===== src/ref_prediv_defines.vh =====
// register offsets, field positions and reset values of the reference pre-divider
`ifndef REF_PREDIV_DEFINES_VH
`define REF_PREDIV_DEFINES_VH

`define NUM_REFS          4
`define SETUP_STRIDE      8'h04
`define SETUP_BASE        8'h00
`define STATUS_ADDR       8'h10
`define PRIO_BIT          24
`define HOLDN_BIT         22
`define DISN_BIT          21
`define SKIP_BIT          20
`define COUNT_MSB         19
`define SETUP_RESET       32'h00500000
`define SETUP_WMASK       32'h017FFFFF
`define COUNT_W           20

`endif


===== src/ref_prediv.v =====
// reference input pre-dividers, priority selection and APB register file
//
// Function
// each reference input keeps one priority bit, zero first and one second.
// among equal priority the lowest numbered input wins.
// with skip clear, a cleared hold bit keeps that divider in its reset state; reset is one.
// a zero disable bit enables the divider, a one disables it; reset zero.
// with the skip bit set the reference passes undivided; reset is one.
// with the skip bit clear the reference is divided by the 20-bit count.
// software clears skip whenever the reference is above 33 MHz.
// software programs a count of at least 2 and uses skip to divide by one.
// software keeps the divided rate at most 33 MHz, equal to feedback rate.
// held or disabled dividers with skip clear stay static and restart cleanly on release.
`timescale 1ns/100ps
`default_nettype none
`include "ref_prediv_defines.vh"

module ref_prediv (
    // clock and reset
    input  wire                     mclk,
    input  wire                     rstn,
    // apb slave
    input  wire                     psel,
    input  wire                     penable,
    input  wire                     pwrite,
    input  wire [7:0]               paddr,
    input  wire [31:0]              pwdata,
    output reg  [31:0]              prdata,
    output reg                      pready,
    output reg                      pslverr,
    // reference inputs from pins
    input  wire [`NUM_REFS-1:0]     ref_in,
    // to the dpll and clock monitor
    output reg  [`NUM_REFS-1:0]     ref_div_out,
    output reg  [1:0]               preferred_ref,
    output reg                      preferred_valid
);

    wire [32*`NUM_REFS-1:0] setup_flat;
    wire [`NUM_REFS-1:0]  prio;
    wire [`NUM_REFS-1:0]  div_q;
    wire [`NUM_REFS-1:0]  rise;
    wire [`NUM_REFS-1:0]  active;
    wire                  acc;
    wire [1:0]            idx;
    wire                  hit_setup;
    wire                  hit_status;
    reg  [1:0]            sel_next;
    reg                   valid_next;
    integer               k;

    assign acc        = psel & penable & ~pready;
    assign idx        = paddr[3:2];
    assign hit_setup  = (paddr[7:4] == 4'h0) && (paddr[1:0] == 2'h0);
    assign hit_status = (paddr == `STATUS_ADDR);

    genvar g;
    generate
        for (g = 0; g < `NUM_REFS; g = g + 1) begin : chan
            reg        s1_reg;
            reg        s2_reg;
            reg        s3_reg;
            reg        lvl_reg;
            reg [31:0] setup_reg;

            // three-stage synchroniser, change counts when 2 and 3 agree
            always @(posedge mclk or negedge rstn) begin
                if (!rstn) begin
                    s1_reg  <= 1'b0;
                    s2_reg  <= 1'b0;
                    s3_reg  <= 1'b0;
                    lvl_reg <= 1'b0;
                end else begin
                    s1_reg <= ref_in[g];
                    s2_reg <= s1_reg;
                    s3_reg <= s2_reg;
                    if (s2_reg == s3_reg)
                        lvl_reg <= s3_reg;
                end
            end
            assign rise[g] = (s2_reg == s3_reg) & s3_reg & ~lvl_reg;

            // per-input setup register
            always @(posedge mclk or negedge rstn) begin
                if (!rstn) begin
                    setup_reg <= `SETUP_RESET;
                end else if (acc && pwrite && hit_setup && idx == g) begin
                    setup_reg <= pwdata & `SETUP_WMASK;
                end
            end
            // one writer per word keeps each register single-driven
            assign setup_flat[32*g+31:32*g] = setup_reg;
            assign prio[g] = setup_reg[`PRIO_BIT];

            // a divider that is held or disabled is not a candidate
            assign active[g] = setup_reg[`HOLDN_BIT] & ~setup_reg[`DISN_BIT];

            ref_divider ref_divider_i (
                .mclk          (mclk),
                .rstn          (rstn),
                .ref_rise      (rise[g]),
                .ref_level     (lvl_reg),
                .hold_n        (setup_reg[`HOLDN_BIT]),
                .disable_n_bit (setup_reg[`DISN_BIT]),
                .divider_skip  (setup_reg[`SKIP_BIT]),
                .divide_count  (setup_reg[`COUNT_MSB:0]),
                .div_out_reg   (div_q[g])
            );
        end
    endgenerate

    // lowest index wins within a level
    always @* begin
        sel_next   = 2'h0;
        valid_next = 1'b0;
        for (k = `NUM_REFS - 1; k >= 0; k = k - 1) begin
            if (active[k] && !prio[k]) begin
                sel_next   = k[1:0];
                valid_next = 1'b1;
            end
        end
        if (!valid_next) begin
            for (k = `NUM_REFS - 1; k >= 0; k = k - 1) begin
                if (active[k]) begin
                    sel_next   = k[1:0];
                    valid_next = 1'b1;
                end
            end
        end
    end

    always @(posedge mclk or negedge rstn) begin
        if (!rstn) begin
            ref_div_out     <= {`NUM_REFS{1'b0}};
            preferred_ref   <= 2'h0;
            preferred_valid <= 1'b0;
        end else begin
            ref_div_out     <= div_q;
            preferred_ref   <= sel_next;
            preferred_valid <= valid_next;
        end
    end

    // apb: one wait state, answer in the second access cycle
    always @(posedge mclk or negedge rstn) begin
        if (!rstn) begin
            pready  <= 1'b0;
            pslverr <= 1'b0;
            prdata  <= 32'h00000000;
        end else if (acc) begin
            pready  <= 1'b1;
            pslverr <= ~(hit_setup | hit_status);
            if (pwrite || !(hit_setup | hit_status))
                prdata <= 32'h00000000;
            else if (hit_setup)
                prdata <= setup_flat[32*idx +: 32];
            else
                prdata <= {24'h000000, 1'b0, preferred_valid,
                           preferred_ref, div_q};
        end else begin
            pready  <= 1'b0;
            pslverr <= 1'b0;
        end
    end

endmodule // ref_prediv
`default_nettype wire


===== src/ref_divider.v =====
// one reference input divider with hold, enable and skip controls
`timescale 1ns/100ps
`default_nettype none
`include "ref_prediv_defines.vh"

module ref_divider (
    // clock and reset
    input  wire                    mclk,
    input  wire                    rstn,
    // reference pulse from the synchroniser
    input  wire                    ref_rise,
    input  wire                    ref_level,
    // controls
    input  wire                    hold_n,
    input  wire                    disable_n_bit,
    input  wire                    divider_skip,
    input  wire [`COUNT_W-1:0]     divide_count,
    // divided clock
    output reg                     div_out_reg
);

    reg  [`COUNT_W-1:0] cnt_reg;
    wire                run;
    wire [`COUNT_W-1:0] half;

    // hold and enable
    assign run  = hold_n & ~disable_n_bit;
    assign half = divide_count >> 1;

    always @(posedge mclk or negedge rstn) begin
        if (!rstn) begin
            cnt_reg     <= {`COUNT_W{1'b0}};
            div_out_reg <= 1'b0;
        end else if (divider_skip) begin
            // pass reference through
            cnt_reg     <= {`COUNT_W{1'b0}};
            div_out_reg <= ref_level;
        end else if (!run) begin
            // static output, restart state
            cnt_reg     <= {`COUNT_W{1'b0}};
            div_out_reg <= 1'b0;
        end else if (ref_rise) begin
            // divide by the ratio field
            if (cnt_reg + 20'h00001 >= divide_count) begin
                cnt_reg     <= {`COUNT_W{1'b0}};
                div_out_reg <= 1'b1;
            end else begin
                cnt_reg <= cnt_reg + 20'h00001;
                // one period per ratio cycles
                if (cnt_reg + 20'h00001 >= half)
                    div_out_reg <= 1'b0;
            end
        end
    end

endmodule // ref_divider
`default_nettype wire


===== config.mk =====
export PLATFORM = sky130hd
export DESIGN_NAME = ref_prediv
export DESIGN_NICKNAME = d
export VERILOG_FILES = /design/src/ref_prediv.v /design/src/ref_divider.v
export VERILOG_INCLUDE_DIRS = /design/src /design/src/src
export SDC_FILE = /design/constraint.sdc
export NUM_CORES = 1
export LEC_CHECK = 0
export BUFFER_PORTS_ARGS = -buffer_cell sky130_fd_sc_hd__clkbuf_2
export CAP_MARGIN = 20
export CORE_UTILIZATION = 30
export CTS_CLUSTER_DIAMETER = 50
export DETAILED_ROUTE_END_ITERATION = 16
export GPL_TIMING_DRIVEN = 0
export PLACE_DENSITY = 0.57
export SLEW_MARGIN = 40
export SYNTH_ARGS = -nofsm -noshare
export SYNTH_HDL_FRONTEND = slang
export SYNTH_SLANG_ARGS = --single-unit
export TNS_END_PERCENT = 10

===== constraint.sdc =====
create_clock -name mclk -period 3.8 [get_ports mclk]
set_input_delay 0.76 -clock mclk [delete_from_list [all_inputs] [get_ports mclk]]
set_output_delay 0.76 -clock mclk [all_outputs]
set_load 0.02 [all_outputs]

Yosys cells after proc, flatten, opt, wreduce, memory -nomap -nowiden
Cells that the tools add are included.
{"block": "op_classes", "addsub": 4, "n_lt_le_gt_ge": 8, "n_eq_ne": 16, "n_shift": 1, "muxes": 58, "n_bitwise": 25, "n_reduce_logical": 24}
{"op": "$mux 20", "n": 16}
{"op": "$shiftx 128x8->32", "n": 1}
{"op": "$add 20x1->20 const B", "n": 4}
{"op": "$ge 20x19->1", "n": 4}
{"op": "$ge 20x20->1", "n": 4}
{"op": "$mux 32", "n": 2}
{"op": "$mux 1", "n": 31}
{"op": "$mux 2", "n": 9}
{"op": "$ne 4x4->1 const B", "n": 4}
{"op": "$and 1x1->1", "n": 14}
{"op": "$ne 3x2->1 const B", "n": 4}
{"op": "$logic_and 1x1->1", "n": 11}
{"op": "$not 1->1", "n": 10}
{"op": "$eq 8x5->1 const B", "n": 1}
{"op": "$reduce_and 2->1", "n": 4}
{"op": "$logic_not 1->1", "n": 5}
{"op": "$eq 1x1->1", "n": 4}
{"op": "$eq 2x2->1 const B", "n": 2}
{"op": "$logic_not 2->1", "n": 2}
{"op": "$logic_not 4->1", "n": 1}
{"op": "$eq 2x1->1 const B", "n": 1}
{"op": "$logic_or 1x1->1", "n": 1}
{"op": "$or 1x1->1", "n": 1}
{"block": "totals", "reg_bits": 237, "in_bits": 49, "out_inout_bits": 41, "word_cells": 170}

Longest topological paths before layout
{"block": "depth", "word_depth": 12, "depth_mapped": 17, "ltp_nobuf": 15}

Cells and area by module
A second synthesis with hierarchy kept.
{"block": "unflattened", "cells_unflattened": 1384, "area_unflattened_um2": 14801.7}
{"module": "ref_divider", "instances": 4, "cells_per_inst": 247, "area_each_um2": 2152.1, "seq_area_each_um2": 525.5}
{"module": "ref_prediv", "instances": 1, "cells_per_inst": 396, "area_each_um2": 6193.4, "seq_area_each_um2": 3638.5}

Least setup slack after synthesis
No wires, ideal clock.
{"block": "synth_timing", "path_type": "register to register", "start": "register chan[3].ref_divider_i.cnt_reg[0]", "end": "register chan[3].ref_divider_i.div_out_reg", "setup_time_ns": 0.128, "t_arrival_ns": 3.437, "t_required_ns": 3.672, "path_slack_ns": 0.236, "stages_incl_launch_ff": 16, "path_buffers": 1, "synth_period_minus_slack_ns": 3.564, "cell_sequence": "dfrtp_1 ha_1 nand2_1 nor3_1 nand4_1 nor2_1 xor2_1 ha_1 a21oi_1 nand2_1 a221oi_1 nand2_1 or2_1 buf_2 o21ai_1 mux2_1"}
{"block": "synth_via", "elab_chain_cells": 6, "word_cells_on_any_way": 9, "classes_between": "add/sub (1); order compare (2); eq/ne (1); mux (4); reduce/logical (1)"}
{"element": "start: declaration", "line_no": "ref_divider.v:22", "source": "reg [`COUNT_W-1:0] cnt_reg;"}
{"element": "start signal: assignment", "line_no": "ref_divider.v:32", "source": "cnt_reg <= {`COUNT_W{1'b0}};"}
{"element": "start signal: assignment", "line_no": "ref_divider.v:36", "source": "cnt_reg <= {`COUNT_W{1'b0}};"}
{"element": "start signal: assignment", "line_no": "ref_divider.v:40", "source": "cnt_reg <= {`COUNT_W{1'b0}};"}
{"element": "$add 20x1->20 (*)", "line_no": "ref_divider.v:44, ref_divider.v:50"}
{"element": "$ge 20x20->1", "line_no": "ref_divider.v:44", "source": "if (cnt_reg + 20'h00001 >= divide_count) begin"}
{"element": "$mux 1", "line_no": "ref_divider.v:44"}
{"element": "$mux 1", "line_no": "ref_divider.v:42", "source": "end else if (ref_rise) begin"}
{"element": "$mux 1", "line_no": "ref_divider.v:38", "source": "end else if (!run) begin"}
{"element": "$mux 1", "line_no": "ref_divider.v:34", "source": "end else if (divider_skip) begin"}
{"element": "end signal: assignment", "line_no": "ref_divider.v:37", "source": "div_out_reg <= ref_level;"}
{"element": "end: declaration", "line_no": "ref_divider.v:19", "source": "output reg div_out_reg"}
Every way passes the cells marked *; elsewhere a longest branch is shown, timed or not. The select of a mux whose other input is x is not followed.
A chain may end at the register's enable or synchronous reset.

Worst setup path in the final report
{"block": "layout_timing", "start": "register chan[3].ref_divider_i.cnt_reg[0]", "end": "register chan[3].ref_divider_i.cnt_reg[18]"}
{"block": "layout_via", "elab_chain_cells": 6}
{"element": "$add 20x1->20 (*)", "line_no": "ref_divider.v:44, ref_divider.v:48"}
{"element": "$ge 20x20->1", "line_no": "ref_divider.v:44"}
{"element": "$mux 20 (*)", "line_no": "ref_divider.v:44"}
{"element": "$mux 20 (*)", "line_no": "ref_divider.v:42"}
{"element": "$mux 20 (*)", "line_no": "ref_divider.v:38"}
{"element": "$mux 20 (*)", "line_no": "ref_divider.v:34"}
Marked as above.

==> flow_summary.json <==
{
  "final_nets": 1735,
  "ctsRootBufferMaster": "clkbuf_16",
  "detail-route-antenna-nets": 0,
  "hold_end": "chan[1].s1_reg$_DFF_PN0_",
  "ys_ff_latch": 229,
  "hold_viol_final": 0,
  "cts_buffer_depth": 3,
  "placed_area_um2": 15900,
  "r2r_cells": 17,
  "setup_violations": 0,
  "die_h_um": 223,
  "vias": 11157,
  "synthDistinctLibCells": 73,
  "dp.cells": 2084,
  "powerDensity_nw_per_um2": 379,
  "fp.coreArea_um2": 47900,
  "pin_count": 90,
  "synthTopCellsByArea": "dfrtp_1 (38%), ha_1 (14%), mux2_2 (7.9%), mux4_2 (3.7%), nand2_1 (3.2%)",
  "post-dp-hpwl_um": 31000,
  "avgSynthCellArea_um2": 10.5,
  "totalWireLength_um": 40300,
  "fin_crit_ns": 3.66,
  "synth_edf_count": 0,
  "worstHoldStart": "ref_in[1]",
  "row_count": 80,
  "total_power_uw": 6690,
  "synth_ff_type": "dfrtp_1",
  "async_flop_share_pct": 100,
  "start_kind": "flip-flop",
  "grtUsageTotal_pct": 16.5,
  "hp-class": "in -> reg",
  "synth_area_um2": 14600,
  "final_cells": 2166,
  "antenna_found_initial": 2,
  "p_leak_uw": 0.00851,
  "reg2reg_setup_slack_ns": 0.14,
  "die_w_um": 223,
  "cp.arrival_ns": 4.09,
  "gp_congestion": 0.843,
  "path_cells": "buf_12, nand4_1, or3_1, buf_2, nor2_4, nand3_2, xnor2_2, ha_1, nand4_1, nor3_2, nand4_1, o21ai_2, or2_1, buf_2, buf_4, o21ai_0, a22o_1",
  "synthCells": 1387,
  "clock_skew_ns": 0.0184,
  "largest_register_ffs": 96,
  "initial_core_util_pct": 30.5,
  "period_share_pct": 96.3,
  "slew_headroom_pct": 47.2,
  "r2r-start": "chan[3].ref_divider_i.cnt_reg[0]$_DFFE_PN0P_",
  "areaGrowthSynthToFinish_pct": 20.8,
  "grt.overflow.total": 0,
  "yosysTopAreaCell": "dfrtp_1",
  "clock_latency_ns": 0.55,
  "drive_gt1_share_pct": 25.7,
  "grt_max_degree": 71,
  "rsz0062_at_grt": "true",
  "cts_tree": "done",
  "r2r-end": "chan[3].ref_divider_i.cnt_reg[18]$_DFFE_PN0P_",
  "final_area_um2": 17700,
  "cp_slowest_cell": "dfrtp_2",
  "clock-sinks": 229,
  "ys_warn_count": 0,
  "drv_slew": 0,
  "crit_family": "simple AND/OR/NAND/NOR gates",
  "whs_ns": 0.326,
  "path_clk_slew_ns": 0.06,
  "critPathBufInv": 4,
  "grt_pass1_wl_um": 63200,
  "worst-path-max-fanout": 10,
  "grt_pass1_vias": 11165,
  "io_buffers": 71,
  "maxCapViolCount": 0,
  "cp_common_cell": "nand4_1",
  "synth_seq_area_share_pct": 39.3,
  "cp-end-kind": "flip-flop",
  "drc": 0,
  "cp.required_ns": 4.22,
  "cts-buffers-inserted": 38,
  "tightest_slew_ns": 0.786,
  "slowest_delay_ns": 0.43,
  "drt-wirelength-per-cell_um": 18.6,
  "diodes": 0,
  "first_iter_violations": 746,
  "dieArea_um2": 49600,
  "holdPathStages": 1,
  "htreeDepth": 2,
  "synth_top_area_share_pct": 37.8,
  "fmax_mhz": 273,
  "peakVddDrop_v": 0.000261,
  "fin_util_pct": 36.8,
  "status": "complete, no violations",
  "crit_type": "reg -> reg",
  "post_drt_via_cell_ratio": 5.15,
  "setup.worst_path.start": "chan[3].ref_divider_i.cnt_reg[0]$_DFFE_PN0P_",
  "first_pass_iters": 5
}
## layout make-up
class | instances | area [um2]
clock inverter | 25 | 399
fill | 4738 | 30300
tap | 615 | 769
multi-input combinational | 1019 | 8520
sequential | 229 | 5750
timing repair buffer | 89 | 584
clock buffer | 44 | 1000
inverter | 91 | 342
buffer | 54 | 290
## routing by layer
metal,track usage (%),up-vias,wire length [um]
met3,3.24,61,1900
met4,5.47,2,1130
met1,21.8,5521,18400
met5,0,-,13
li1,-,5353,-
met2,26.8,220,18900
## logic make-up (layout without fill, tap and decap cells)
logic type                 Yosys count  after routing  share of synthesized area (%)
other                                1              8                         0.0257
and+or+nand+nor                    373            373                           13.4
buffers and inverters              146            303                           4.18
muxes                              138            138                           12.4
xor gates and xnor gates            64             64                           3.83
DFF                                229            229                           39.3
AOI/OAI and AO/OA                  272            272                           12.8
adders and majority gates          164            164                           14.0
## where the power goes
| part | leakage, uW | internal, uW | switching, uW |
|---|---|---|---|
| registers | 0.00312 | 2470 | 27.5 |
| logic | 0.00471 | 127 | 207 |
| clock network | 0.000683 | 2490 | 1370 |
## through the flow
step	setup TNS, ns	setup slack [ns]
detailed placement	-28.10	-0.672
floorplan	0	0.236
CTS	-0.0224	-0.0113
global route	-0.150	-0.0366
global placement	-681.22	-2.94
finish	0	0.139
## Yosys cell counts, types with 9 or more instances
cell type / number
or2_2: 12
xnor2_1: 42
nor3_1: 20
and4_1: 9
a21oi_1: 66
buf_2: 26
ha_1: 164
a22o_1: 42
a32o_1: 16
nand3_1: 46
mux2i_1: 9
nor2b_1: 10
dfrtp_1: 221
nand2_1: 123
nor2_1: 53
mux2_2: 103
nand2b_1: 16
clkbuf_1: 19
inv_1: 91
and3_1: 19
o21ai_0: 52
a21o_1: 21
mux4_2: 24
nand4_1: 24
a31oi_1: 13
xor2_1: 22
## how the worst max path moves through the flow
stage	to	slack (ns)	cells after the start
final	chan[3].ref_divider_i.cnt_reg[18]$_DFFE_PN0P_	0.14	17
after global routing	chan[0].ref_divider_i.cnt_reg[17]$_DFFE_PN0P_	-0.04	15
after global placement	chan[3].ref_divider_i.cnt_reg[14]$_DFFE_PN0P_	-2.94	1
after CTS	chan[0].ref_divider_i.cnt_reg[5]$_DFFE_PN0P_	-0.01	15
after floorplan	chan[3].ref_divider_i.div_out_reg$_DFFE_PN0P_	0.24	15
after detailed placement	chan[0].ref_divider_i.cnt_reg[16]$_DFFE_PN0P_	-0.67	15
## timing repair
| action | in CTS | in global routing |
|---|---|---|
| buffers inserted | 6 | 6 |
| endpoints found under the setup margin | 62 | 65 |
| hold endpoints to repair | 0 | 1 |
| gates resized for setup | 23 | 36 |
| cloned | 0 | 1 |
| pin swaps | 5 | 13 |
| hold buffers | 0 | 1 |
## cell usage in the layout (no fill, tap or decap), types with 7 or more instances in the layout
cell / count
nor3_1: 13
nor2b_1: 10
dfrtp_2: 7
a31oi_1: 13
a32o_1: 16
mux2_2: 103
xnor2_2: 7
buf_4: 21
and3_1: 19
mux4_2: 24
xnor2_1: 35
a21o_1: 21
clkbuf_2: 72
a21oi_1: 66
inv_1: 91
bufinv_16: 8
clkbuf_16: 39
inv_6: 7
nor2_1: 50
o21a_1: 7
ha_1: 162
a22o_1: 42
dfstp_2: 8
or2_2: 12
o21ai_0: 52
nand2_1: 122
dfrtp_1: 214
nand2b_1: 16
nand3_1: 45
clkbuf_1: 18
conb_1: 8
nand4_1: 24
xor2_1: 21
mux2i_1: 9
buf_2: 24
and4_1: 8
Note: power is estimated with default switching activity, not from simulation.
